<file path="config.mk">
export PLATFORM = sky130hd
export DESIGN_NAME = dpll_core
export DESIGN_NICKNAME = d
export VERILOG_FILES = /design/src/core/dpll_pkg.sv /design/src/core/dpll_modulus_counter.sv /design/src/core/dpll_core.sv
export SDC_FILE = /design/constraint.sdc
export NUM_CORES = 1
export LEC_CHECK = 0
export BUFFER_PORTS_ARGS = -buffer_cell sky130_fd_sc_hd__buf_2
export CAP_MARGIN = 20
export CORE_MARGIN = 8
export CORE_UTILIZATION = 55
export DETAILED_ROUTE_END_ITERATION = 7
export PLACE_DENSITY = 0.76
export SYNTH_ARGS = -nofsm -noshare
export SYNTH_HDL_FRONTEND = slang
export SYNTH_SLANG_ARGS = --single-unit
</file>
<file path="constraint.sdc">
create_clock -name core_clk -period 2.8 [get_ports core_clk]
set_clock_uncertainty 0.1 [all_clocks]
set_input_delay 0.28 -clock core_clk [delete_from_list [all_inputs] [get_ports core_clk]]
set_output_delay 0.28 -clock core_clk [all_outputs]
set_load 0.1 [all_outputs]
</file>
<file path="src/core/dpll_pkg.sv">
// package for the digital pll with ripple cancellation
// assumes a single core_clk domain; loop clocks arrive as enables from pins
package dpll_pkg;
    // ==========================================
    // modulus counter sizing
    localparam int DPLL_KEXP_MIN = 3;              // smallest modulus exponent
    localparam int DPLL_KEXP_MAX = 17;             // largest modulus exponent
    localparam int DPLL_KW = 18;                   // counter width, holds 2^17
    localparam logic [4:0] DPLL_KEXP_RST = 5'h03;  // exponent value after reset
    localparam logic [DPLL_KW-1:0] DPLL_KCNT_RST = 18'h00004; // modulus count after reset
    // ==========================================
    // feedback divider sizing
    localparam int DPLL_NW = 8;                    // divide-by-n counter width
    localparam logic [DPLL_NW-1:0] DPLL_N_RST = 8'h00; // divider after reset
    // ==========================================
    // detector and wiring modes
    typedef enum logic [1:0] {
        DPLL_MODE_XOR_DIRECT,   // xor detector drives direction
        DPLL_MODE_EDGE_DIRECT,  // edge detector drives direction
        DPLL_MODE_XOR_CANCEL,   // xor drives enable, second msb drives direction
        DPLL_MODE_EDGE_CANCEL   // edge detector, counting in one half period only
    } dpll_mode_e;
endpackage : dpll_pkg

</file>
<file path="src/core/dpll_modulus_counter.sv">
// modulus-programmable up/down counter with carry and borrow pulses
// assumes count_tick is already synchronous to core_clk
`timescale 1ns/1ps
`default_nettype none
module dpll_modulus_counter
    import dpll_pkg::*;
(
    // clock and reset
    input wire logic core_clk,
    input wire logic resetn,
    // control
    input wire logic count_tick,     // one-cycle modulus counter clock event
    input wire logic count_enable,   // high allows counting
    input wire logic count_down,     // high counts down, low counts up
    input wire logic [4:0] kexp,     // modulus is two to this power
    // results
    output logic carry,
    output logic borrow,
    output logic [DPLL_KW-1:0] count
);
    // ==========================================
    // modulus limits, clamp exponent into range
    logic [4:0] kexp_clamped;
    logic [DPLL_KW-1:0] modulus_top;  // modulus minus one
    logic [DPLL_KW-1:0] half_modulus;
    always_comb begin
        kexp_clamped = kexp;  // out-of-range exponents clamp to the limits
        if (kexp < 5'(DPLL_KEXP_MIN)) begin
            kexp_clamped = 5'(DPLL_KEXP_MIN);
        end else if (kexp > 5'(DPLL_KEXP_MAX)) begin
            kexp_clamped = 5'(DPLL_KEXP_MAX);
        end
        modulus_top = (DPLL_KW'(1) << kexp_clamped) - DPLL_KW'(1);
        half_modulus = DPLL_KW'(1) << (kexp_clamped - 5'h01);
    end
    // ==========================================
    // counter, with reload to the midpoint on wrap
    always_ff @(posedge core_clk) begin
        if (!resetn) begin
            count <= DPLL_KCNT_RST;
            carry <= 1'b0;
            borrow <= 1'b0;
        end else begin
            carry <= 1'b0;  // pulses last one cycle only
            borrow <= 1'b0;
            if (count_tick && count_enable) begin
                if (count_down) begin
                    // down only with enable and direction high
                    if (count == DPLL_KW'(0)) begin
                        borrow <= 1'b1;
                        count <= half_modulus;
                    end else begin
                        count <= count - DPLL_KW'(1);
                    end
                end else begin
                    // up only with enable high and direction low
                    if (count >= modulus_top) begin
                        carry <= 1'b1;
                        count <= half_modulus;
                    end else begin
                        count <= count + DPLL_KW'(1);
                    end
                end
            end
            // enable low: count holds whatever direction shows
        end
    end
endmodule : dpll_modulus_counter
`default_nettype wire

</file>
<file path="src/core/dpll_core.sv">
// What this block does
// - enable low holds the modulus counter
// - count down when enable and direction high
// - count up when enable high, direction low
// - modulus is a power of two, 8 to 131072
// - small modulus wide range, fast pull-in
// - xor detector: carry and borrow cancel
// - edge detector, small modulus: msb duty ripple
// - modulus half clock ratio: ripple at output rate
// - cancel mode: xor drives counter enable
// - cancel mode: second msb drives direction
// - zero phase error keeps average count steady
// - net count proportional to phase error
// - edge cancel: pulses in one half period
// - cancel wiring trims error limit, halves gain
// - cancel wiring roughly halves hold range
// - add/delete output clocks divider, msb fed back
// - carry on overflow, borrow on underflow
// - each pulse adds or removes one pulse
//
// all-digital pll top: detector, modulus counter, add/delete, divider
// assumes the input signal and both loop clocks arrive as async pins
`timescale 1ns/1ps
`default_nettype none
module dpll_core
    import dpll_pkg::*;
(
    // clock and reset
    input wire logic core_clk,
    input wire logic resetn,
    // pins from outside the clock domain
    input wire logic signal_in,              // tracked input signal
    input wire logic modulus_counter_clock,  // modulus counter clock pin
    input wire logic add_delete_clock,       // add/delete stage clock pin
    // configuration
    input wire logic [1:0] mode,             // detector and wiring choice
    input wire logic [4:0] kexp,             // modulus exponent, 3 to 17
    input wire logic [DPLL_NW-1:0] n_top,    // divider terminal count, n minus one
    // outputs
    output logic loop_out,                   // feedback divider msb
    output logic add_delete_out,             // add/delete stage output
    output logic carry_seen,                 // carry pulse, one cycle
    output logic borrow_seen,                // borrow pulse, one cycle
    output logic [DPLL_NW-1:0] divider_count // full divider for inspection
);
    // ==========================================
    // synchronisers, two flops each before any logic
    logic [2:0] sync_a;   // first stage, read only by second stage
    logic [2:0] sync_b;   // second stage, safe to use
    logic kclk_prev;      // edge detect history
    logic dclk_prev;
    always_ff @(posedge core_clk) begin
        if (!resetn) begin
            sync_a <= 3'h0;
            sync_b <= 3'h0;
            kclk_prev <= 1'b0;
            dclk_prev <= 1'b0;
        end else begin
            sync_a <= {add_delete_clock, modulus_counter_clock, signal_in};
            sync_b <= sync_a;
            kclk_prev <= sync_b[1];
            dclk_prev <= sync_b[2];
        end
    end
    logic sig_s;
    logic ktick;   // rising edge of modulus counter clock
    logic dtick;   // rising edge of add/delete clock
    logic dfall;   // falling edge of add/delete clock
    assign sig_s = sync_b[0];
    assign ktick = sync_b[1] & ~kclk_prev;
    assign dtick = sync_b[2] & ~dclk_prev;
    assign dfall = ~sync_b[2] & dclk_prev;

    // ==========================================
    // phase detectors
    logic [DPLL_NW-1:0] ncount;   // feedback divider state
    logic msb;
    logic msb2;
    logic xor_pd;                 // xor detector output
    logic edge_pd;                // edge detector flip-flop
    logic sig_prev;
    logic msb_prev;
    dpll_mode_e mode_e;
    assign mode_e = dpll_mode_e'(mode);
    assign msb = ncount[DPLL_NW-1];
    assign msb2 = ncount[DPLL_NW-2];
    assign xor_pd = sig_s ^ msb;
    // edge detector: set on input rise, cleared on output rise
    always_ff @(posedge core_clk) begin
        if (!resetn) begin
            edge_pd <= 1'b0;
            sig_prev <= 1'b0;
            msb_prev <= 1'b0;
        end else begin
            sig_prev <= sig_s;
            msb_prev <= msb;
            // output edge wins a tie so the state stays defined
            if (msb && !msb_prev) begin
                edge_pd <= 1'b0;
            end else if (sig_s && !sig_prev) begin
                edge_pd <= 1'b1;
            end
        end
    end

    // ==========================================
    // counter wiring per mode
    logic k_enable;
    logic k_down;
    always_comb begin
        k_enable = 1'b1;
        k_down = xor_pd;
        case (mode_e)
            DPLL_MODE_XOR_DIRECT: begin
                // carry and borrow land in one half period and cancel
                k_enable = 1'b1;
                k_down = xor_pd;
            end
            DPLL_MODE_EDGE_DIRECT: begin
                // too small a modulus shows as msb duty ripple here
                k_enable = 1'b1;
                k_down = edge_pd;
            end
            DPLL_MODE_XOR_CANCEL: begin
                // detector gates counting; net count tracks error
                // zero error: equal up and down, average count steady
                // gating halves detector gain and roughly the hold range
                k_enable = xor_pd;
                k_down = msb2;
            end
            DPLL_MODE_EDGE_CANCEL: begin
                // count only while msb is low, so pulses fall in one half
                k_enable = ~msb;
                k_down = edge_pd;
            end
            default: begin
                k_enable = 1'b0;
                k_down = 1'b0;
            end
        endcase
    end

    // ==========================================
    // modulus counter instance
    logic carry;
    logic borrow;
    dpll_modulus_counter u_kcnt (
        .core_clk(core_clk),
        .resetn(resetn),
        .count_tick(ktick),
        .count_enable(k_enable),
        .count_down(k_down),
        .kexp(kexp),
        .carry(carry),
        .borrow(borrow),
        .count()
    );

    // ==========================================
    // add/delete stage: a pulse every second tick, carry adds, borrow deletes
    // pending flags keep a pulse that arrives between add/delete ticks
    // each pulse ends on the falling clock edge, so two ticks in a row
    // can both carry a pulse and the divider still sees two rising edges
    logic add_pend;
    logic del_pend;
    logic tff;          // nominal divide-by-two phase, low means a pulse is due
    logic dout;
    logic dout_prev;
    always_ff @(posedge core_clk) begin
        if (!resetn) begin
            add_pend <= 1'b0;
            del_pend <= 1'b0;
        end else begin
            // a new pulse wins over the clear in the same cycle
            if (carry) begin
                add_pend <= 1'b1;
            end else if (dtick && add_pend && tff) begin
                add_pend <= 1'b0;
            end
            if (borrow) begin
                del_pend <= 1'b1;
            end else if (dtick && del_pend && !tff) begin
                del_pend <= 1'b0;
            end
        end
    end
    // output phase: an add fires in the empty slot, a delete drops a due pulse
    always_ff @(posedge core_clk) begin
        if (!resetn) begin
            tff <= 1'b0;
            dout <= 1'b0;
        end else if (dtick) begin
            if (add_pend && tff) begin
                // extra pulse, phase held: output one tick earlier
                dout <= 1'b1;
            end else if (del_pend && !tff) begin
                // due pulse dropped, phase held: output one tick later
                dout <= 1'b0;
            end else begin
                tff <= ~tff;
                dout <= ~tff;
            end
        end else if (dfall) begin
            dout <= 1'b0;  // pulse lasts the high half of the clock
        end
    end

    // ==========================================
    // divide-by-n up counter clocked by add/delete output
    always_ff @(posedge core_clk) begin
        if (!resetn) begin
            dout_prev <= 1'b0;
            ncount <= DPLL_N_RST;
        end else begin
            dout_prev <= dout;
            if (dout && !dout_prev) begin
                // msb of this counter returns to the detectors
                if (ncount >= n_top) begin
                    ncount <= DPLL_N_RST;
                end else begin
                    ncount <= ncount + DPLL_NW'(1);
                end
            end
        end
    end

    // ==========================================
    // registered outputs
    always_ff @(posedge core_clk) begin
        if (!resetn) begin
            loop_out <= 1'b0;
            add_delete_out <= 1'b0;
            carry_seen <= 1'b0;
            borrow_seen <= 1'b0;
            divider_count <= DPLL_N_RST;
        end else begin
            loop_out <= msb;
            add_delete_out <= dout;
            carry_seen <= carry;
            borrow_seen <= borrow;
            divider_count <= ncount;
        end
    end
endmodule : dpll_core
`default_nettype wire

</file>
==> results of run 1 <==
-- critical path, cell delays in order --
cell and delay (ns):
buf_2 0.12, inv_1 0.15, nor2_1 0.07, nor2_1 0.15, nor2_1 0.08, xor2_1 0.15, ha_1 0.28, nand4_1 0.16
a31oi_2 0.22, a2111oi_2 0.06, o21ba_2 0.21, buf_4 0.17, nand2_2 0.12, mux2_2 0.34, a221oi_1 0.26
-- worst max path at each step --
stage | from | to | slack (ns) | cells after the start
2_1_floorplan | kexp[1] | u_kcnt.count[4] | 0.01 | 13
3_3_place_gp | kexp[1] | u_kcnt.count[8] | -0.07 | 13
3_5_place_dp | kexp[1] | u_kcnt.count[8] | -0.28 | 13
4_1_cts | kexp[3] | u_kcnt.count[8] | 0.03 | 14
5_1_grt | u_kcnt.count[0] | u_kcnt.count[2] | 0.02 | 9
6_report | kexp[3] | u_kcnt.count[8] | 0.09 | 15
-- layout by cell type (no fill, tap or decap), types with 3 or more instances in the layout --
cell / n
conb_1: 4
buf_2: 31
and2_1: 20
inv_1: 25
mux2_2: 3
nor4_1: 4
mux2i_1: 5
o21ai_1: 6
nand2_1: 45
nand4_1: 19
nor3_1: 10
a21oi_1: 36
nand3_1: 19
o221ai_1: 3
buf_4: 52
a31oi_1: 5
nor2_1: 52
o21ai_0: 19
xor2_1: 14
o211ai_1: 3
and3_1: 3
dfxtp_1: 53
clkbuf_8: 5
o21a_1: 3
nand2b_1: 5
a211oi_1: 4
o22ai_1: 4
xnor2_1: 14
a311oi_1: 3
ha_1: 31
-- routing by layer --
metal  share of wire [%]  vias up  global-route usage [%]
met3                 7.1       22                    4.09
met1                  44     1781                    27.3
li1                    -     1851                       -
met4                 1.7        0                    6.38
met2                  47      151                    35.9
met5                   0        -                       0
-- power groups by stage --
stage                     clock network [mW]  logic (mW)  registers (mW)
final                                  0.456       0.352           0.790
after global routing                   0.499       0.383           0.793
after CTS                              0.458       0.342           0.789
after detailed placement                   0       0.339           0.806
after global placement                     0       0.330           0.805
after floorplan                            0       0.218           0.803
-- final cells by class --
| type | instances | area (sq um) | area share (%) |
|---|---|---|---|
| inverters | 27 | 101 | 2.31 |
| well taps | 80 | 100 | 2.28 |
| clock buffers | 5 | 68.8 | 1.57 |
| repair buffers | 83 | 546 | 12.4 |
| flip-flops and latches | 53 | 1060 | 24.2 |
| multi-input cells | 381 | 2490 | 56.7 |
| clock inverters | 3 | 21.3 | 0.485 |
-- through the flow --
step           TNS (ns)  cells  worst slack, ns
6_report              0    632           0.0885
5_1_grt               0    632           0.0187
4_1_cts               0    632           0.0323
3_5_place_dp      -2.65    624           -0.281
3_3_place_gp     -0.355    624          -0.0736
2_1_floorplan         0    486          0.00997
-- registers in the layout, indices dropped and copies added, names as in the netlist --
| register | count |
|---|---|
| add_delete_out | 1 |
| add_pend | 1 |
| borrow_seen | 1 |
| carry_seen | 1 |
| dclk_prev | 1 |
| del_pend | 1 |
| divider_count | 7 |
| dout | 1 |
| edge_pd | 1 |
| kclk_prev | 1 |
| loop_out | 1 |
| ncount | 8 |
| sig_prev | 1 |
| sync_a | 3 |
| sync_b | 3 |
| tff | 1 |
| u_kcnt.borrow | 1 |
| u_kcnt.carry | 1 |
| u_kcnt.count | 18 |
-- kinds of logic after synthesis --
kind of cell    synth area share (%)
mux                             2.54
compound gates                  18.0
fa+ha+maj                       10.4
xor+xnor                        6.56
buf+inv                         6.12
simple gates                    27.9
flops                           28.4
other cells                    0.100
==> flow_metrics.tcl, run 1 <==
set metrics [dict create \
    status "finished, final reports clean" \
    place.gp.congestion 0.988 \
    hp-class "in2reg" \
    syn2layout_area_growth_pct 17.4 \
    p_sw_mw 0.500 \
    syn-cell-area_sq_mm 0.00374 \
    ys_types 65 \
    path_class "in2reg" \
    cts_made_buffers 5 \
    wl_per_cell_um 16.7 \
    start_util_pct 56.0 \
    period_needed_ns 2.71 \
    cts_tree "built" \
    grt_pass1_wl_mm 17.0 \
    hold_viol 0 \
    core_sq_mm 0.00668 \
    std_cell_rows 30 \
    cp-start-kind "input pin" \
    antenna_found_initial 0 \
    crit_arrival_ns 2.83 \
    power_mw 1.60 \
    internal_power_mw 1.10 \
    final_area_sq_mm 0.00439 \
    synth.area.top_cells "dfxtp_1 28%, ha_1 10%, nor2_1 5.3%" \
    cap_violations 0 \
    ys_seq_area_share_pct 28.4 \
    die_width_um 98.4 \
    worstPathRequired_ns 2.92 \
    htreeDepth 2 \
    clk_path_buf_depth 2 \
    hold_path_depth 2 \
    rsz0062_at_grt "false" \
    ys.flop_type "dfxtp_1" \
    holdWs_ns 0.0635 \
    pin_count 32 \
    synth_edf_count 0 \
    post-route-util_pct 65.7 \
    postCtsSetupRepairBufs 0 \
    synth.largest_area_cell "dfxtp_1" \
    ctsResizeCount 0 \
    cts.sinks 53 \
    power.density_mw_per_mm2 364 \
    ctsHoldBuffers 0 \
    hold_path_startpoint "signal_in" \
    fmax_mhz 369 \
    remaining_drc_errors 0 \
    path_clk_slew_ns 0.10 \
    layout-drive-gt1-share_pct 20.8 \
    crit_fanout 9 \
    r2r_start "u_kcnt.count[0]" \
    dr_total_vias 3805 \
    worst_pin_slew_ns 0.518 \
    synth_cells 483 \
    clk_latency_ns 0.31 \
    ctsRootBufferMaster "clkbuf_8" \
    min_to "sync_a[0]" \
    synth_warnings 0 \
    leakagePower_nw 1.87 \
    grt_max_degree 23 \
    die-area_sq_mm 0.00969 \
    synth_top_area_share_pct 28.4 \
    fillers 603 \
    pwr-share-seq_pct 49.4 \
    grt_pass1_vias 3534 \
    drv_slew 0 \
    irDropWorstVdd_mv 0.387 \
    r2r-end "u_kcnt.count[2]" \
    synth.avg_cell_area_sq_um 7.74 \
    grt_usage_pct 21.5 \
    synth_seq_cells 53 \
    ant_nets 0 \
    period_share_pct 96.8 \
    async_reset_ff_share_pct 0 \
    r2r_slack_ns 0.13 \
    fp.dieH_um 98.4 \
    via_per_inst 6.02 \
    io_buffers 31 \
    max_slew_margin_pct 65.4 \
    first_iter_violations 317 \
    end_kind "flop" \
    swShare_pct 31.3 \
    setup_viol 0 \
    ys_top_cells_by_count "53 x dfxtp_1, 53 x nor2_1, 46 x nand2_1, 36 x a21oi_1, 31 x ha_1" \
    reg2reg_depth 9 \
    overflow 0 \
    n_antenna_cell 0 \
    power_frac_comb_pct 22.0 \
    placed_area_sq_mm 0.00428 \
    nNetsFinal 602 \
    totalWireLength_mm 10.5 \
    drtPass1Iterations 5 \
    dpl.hpwl_mm 8.10 \
    power_frac_clock_pct 28.6 \
]
Power figures use the tool's default switching activity.
==> run 2, diff against run 1 <==
- PLACE_DENSITY: 0.76 -> 0.81
==> run 2 against run 1 <==
Net effect:
- global-route usage decreased by 0.84 points
- die area unchanged
- non-clock buffer count decreased by 2
- wire length decreased by 2.3%
- final area decreased by 0.63%
- clock power increased by 6.1%
- flip-flop and latch count unchanged
- worst hold slack improved by 0.0012 ns
- setup slack improved by 0.035 ns
- critical endpoint is now u_kcnt.count[15]
- largest cell class unchanged
==> flow_metrics.tcl, run 2 (synthesis gave the netlist of run 1 again) <==
set metrics [dict create \
    status "finished, final reports clean" \
    layout-drive-gt1-share_pct 19.8 \
    hp-class "in2reg" \
    largest_reg_flops 18 \
    met3_length_um 852 \
    largest_register "u_kcnt.count" \
    hold_viol 0 \
    grt_pass1_vias 3449 \
    top_regs "u_kcnt.count: 18 flops, ncount: 8 flops, divider_count: 7 flops" \
    die-area_sq_mm 0.00969 \
    ctsRootBufferMaster "clkbuf_8" \
    fp.dieH_um 98.4 \
    cts_tree "built" \
    clk_path_buf_depth 2 \
    holdWs_ns 0.0647 \
    dr_total_vias 3822 \
    cap_violations 0 \
    postCtsSetupRepairBufs 0 \
    overflow 0 \
    reg2reg_depth 8 \
    ctsHoldBuffers 0 \
    ctsResizeCount 0 \
    pin_count 32 \
    clk_latency_ns 0.32 \
    power.density_mw_per_mm2 370 \
    n_antenna_cell 0 \
    cts.sinks 53 \
    top_layer "met4" \
    path_clk_slew_ns 0.11 \
    htreeDepth 2 \
    wl_per_cell_um 16.3 \
    path_class "reg2reg" \
    syn2layout_area_growth_pct 16.6 \
    wl_met1_mm 4.48 \
    period_share_pct 95.6 \
    dpl.hpwl_mm 7.90 \
    end_kind "flop" \
    antenna_found_initial 0 \
    crit_fanout 7 \
    remaining_drc_errors 0 \
    place.gp.congestion 0.972 \
    ant_nets 0 \
    final_cell_mix "53 x nor2_1, 53 x dfxtp_1, 50 x buf_4" \
    grt_usage_pct 20.7 \
    worst_pin_slew_ns 0.584 \
    die_width_um 98.4 \
    placed_area_sq_mm 0.00426 \
    drv_slew 0 \
    period_needed_ns 2.68 \
    io_buffers 31 \
    hold_path_depth 2 \
    start_util_pct 56.0 \
    rsz0062_at_grt "false" \
    multi_input_area_sq_mm 0.00247 \
    first_iter_violations 359 \
    fmax_mhz 374 \
    grt_pass1_wl_mm 16.5 \
    setup_viol 0 \
    cp-start-kind "flop" \
    r2r_slack_ns 0.12 \
    leakagePower_nw 1.86 \
    totalWireLength_mm 10.3 \
    via_per_inst 6.07 \
    irDropWorstVdd_mv 0.346 \
    nNetsFinal 600 \
    crit_arrival_ns 2.79 \
    met2_length_mm 4.66 \
    std_cell_rows 30 \
    drtPass1Iterations 6 \
    worstPathRequired_ns 2.91 \
    final_area_sq_mm 0.00436 \
    fillers 562 \
    regArea_sq_mm 0.00106 \
    grt_max_degree 22 \
    post-route-util_pct 65.3 \
    cts_made_buffers 5 \
    max_slew_margin_pct 60.9 \
    core_sq_mm 0.00668 \
]
run 2: final cells by class:
type,instances,share of cell area (%)
Clock buffer,6,1.89
Clock inverter,2,0.402
Inverter,27,2.32
Multi-Input combinational cell,381,56.6
Sequential cell,53,24.3
Tap cell,80,2.30
Timing Repair Buffer,81,12.2
run 2: worst max-delay path, stage by stage (launching register included):
cell and delay, ns:
dfxtp_1 0.33, buf_4 0.15, or4_1 0.60, or4_4 0.55
o41ai_1 0.33, o211ai_1 0.14, nand2_1 0.08, o21ai_1 0.06
o221a_1 0.22
run 2: report_power, final:
group / leakage (nW) / internal [mW] / switching [mW]
sequential: 0.430 / 0.771 / 0.0195
combinational: 1.38 / 0.145 / 0.196
clock: 0.0518 / 0.206 / 0.278
run 2: final timing paths:
path                        start          endpoint
hold reg to reg         sync_a[0]         sync_b[0]
setup reg to reg  u_kcnt.count[0]  u_kcnt.count[15]
setup / recovery  u_kcnt.count[0]  u_kcnt.count[15]
hold / removal          signal_in         sync_a[0]
run 2: per-stage QoR:
step / total power [mW] / cells / setup TNS, ns / setup slack [ns]
floorplan: 1.02 / 486 / 0 / 0.00997
global route: 1.68 / 630 / 0 / 0.0147
CTS: 1.61 / 630 / 0 / 0.161
finish: 1.62 / 630 / 0 / 0.123
detailed placement: 1.14 / 622 / -0.568 / -0.0961
global placement: 1.13 / 622 / -0.293 / -0.0687
run 2: metal layers:
layer  vias to the layer above  track usage [%]
met5                         -                0
met4                         0             7.56
met3                        30             3.95
met2                       183             33.0
li1                       1844                -
met1                      1765             27.0
==> run 3, diff against run 2 <==
- RECOVER_POWER: not set -> 50
==> run 3 against run 2 <==
Net effect:
- maximum frequency decreased by 0.12%
- combinational power hardly changed
- critical endpoint unchanged
- via count is 1.3% higher
==> flow_metrics.tcl, run 3 (synthesis gave the netlist of run 1 again) <==
set metrics [dict create \
    core_sq_mm 0.00668 \
    end_kind "flop" \
    remaining_drc_errors 0 \
    path_delay_family "simple AND/OR/NAND/NOR gates" \
    nNetsFinal 600 \
    pin_count 32 \
    crit_start "u_kcnt.count[0]" \
    crit_arrival_ns 2.79 \
    worst_slack_ns 0.120 \
    hold_viol 0 \
    die-area_sq_mm 0.00969 \
    max_slew_margin_pct 21.7 \
    dpl.hpwl_mm 7.90 \
    r2r_start "u_kcnt.count[0]" \
    dp_slack_ns -0.0961 \
    path_buf_inv 1 \
    path_class "reg2reg" \
    n_antenna_cell 0 \
    ant_nets 0 \
    cts_tree "built" \
    place.gp.congestion 0.972 \
    grt_pass1_vias 3449 \
    io_buffers 31 \
    status "finished, final reports clean" \
    via_per_inst 6.15 \
    antenna_found_initial 0 \
    overflow 0 \
    setup_viol 0 \
    path_clk_slew_ns 0.11 \
    period_share_pct 95.7 \
    top_regs "u_kcnt.count: 18 flops, ncount: 8 flops, divider_count: 7 flops" \
    cts_made_buffers 5 \
    drv_slew 0 \
    drtPass1Iterations 8 \
    ctsHoldBuffers 0 \
    rsz0062_at_grt "false" \
    ctsResizeCount 0 \
    syn2layout_area_growth_pct 16.3 \
    grt_max_degree 22 \
    std_cell_rows 30 \
    crit_slowest_cell "or4_1" \
    hold_path_startpoint "signal_in" \
    final_cell_mix "53 x nor2_1, 53 x dfxtp_1, 49 x buf_4" \
    totalWireLength_mm 10.3 \
    crit_fanout 7 \
    period_needed_ns 2.68 \
    postCtsSetupRepairBufs 0 \
    first_iter_violations 380 \
    worstPathRequired_ns 2.91 \
    start_util_pct 56.0 \
    hp-class "in2reg" \
    clk_path_buf_depth 2 \
    grt_pass1_wl_mm 16.5 \
    wl_per_cell_um 16.4 \
    htreeDepth 2 \
    leakagePower_nw 1.82 \
    fillers 568 \
    power.density_mw_per_mm2 371 \
    dr_total_vias 3872 \
    irDropWorstVdd_mv 0.360 \
    fmax_mhz 373 \
    clk_latency_ns 0.32 \
    grt_usage_pct 20.7 \
    largest_register "u_kcnt.count" \
    slowest_delay_ns 0.59 \
    ctsRootBufferMaster "clkbuf_8" \
    worst_pin_slew_ns 1.18 \
    fp.dieH_um 98.4 \
    layout-drive-gt1-share_pct 18.2 \
    cap_violations 0 \
    die_width_um 98.4 \
    cp-start-kind "flop" \
    largest_reg_flops 18 \
    cp_cell_sequence "buf_4 -> or4_1 -> or4_4 -> o41ai_1 -> o211ai_1 -> nand2_1 -> o21ai_1 -> o221a_1" \
    cts.sinks 53 \
    power_mw 1.61 \
]
[run 3: changes by cell type in the layout (fill, tap and decap cells not counted), sizes merged]
cell    before  now
clkbuf       6   15
buf         81   72
[run 3: layout make-up]
class / count / area [sq um] / share of cell area, %
Multi-Input combinational cell: 381 / 2470 / 56.8
Sequential cell: 53 / 1060 / 24.4
Timing Repair Buffer: 81 / 517 / 11.9
Inverter: 27 / 101 / 2.33
Tap cell: 80 / 100 / 2.30
Clock buffer: 6 / 82.6 / 1.90
Clock inverter: 2 / 17.5 / 0.403
[run 3: worst paths after layout]
check	endpoint	slack, ns	cells after the start
worst max-delay path	u_kcnt.count[15]	0.12	8
worst min-delay path	sync_a[0]	0.07	2
worst max register to register	u_kcnt.count[15]	0.12	8
worst min register to register	sync_b[0]	0.34	1
[run 3: metal layers]
metal | global-route usage [%] | part of all wire (%) | vias to the layer above
li1 | - | - | 1843
met1 | 27.0 | 43 | 1762
met2 | 33.0 | 44 | 221
met3 | 3.95 | 8.9 | 46
met4 | 7.56 | 3.6 | 0
met5 | 0 | 0 | -
[run 3: power by group]
| part | switching, mW | leakage, nW | internal, mW |
|---|---|---|---|
| Combinational | 0.196 | 1.34 | 0.144 |
| Sequential | 0.0193 | 0.430 | 0.771 |
| Clock | 0.278 | 0.0518 | 0.206 |
| Total | 0.494 | 1.82 | 1.12 |
[run 3: metrics by stage]
| step | std cells | instance area, sq um | util [%] | hold WS (ns) | setup TNS (ns) |
|---|---|---|---|---|---|
| after floorplan | 486 | 3760 | - | 0.307 | 0 |
| after global placement | 622 | 4260 | 63.8 | 0.315 | -0.293 |
| after detailed placement | 622 | 4260 | 63.8 | 0.321 | -0.568 |
| after CTS | 630 | 4360 | 65.3 | 0.0640 | 0 |
| after global routing | 630 | 4350 | 65.1 | 0.0625 | 0 |
| final | 630 | 4350 | 65.1 | 0.0666 | 0 |
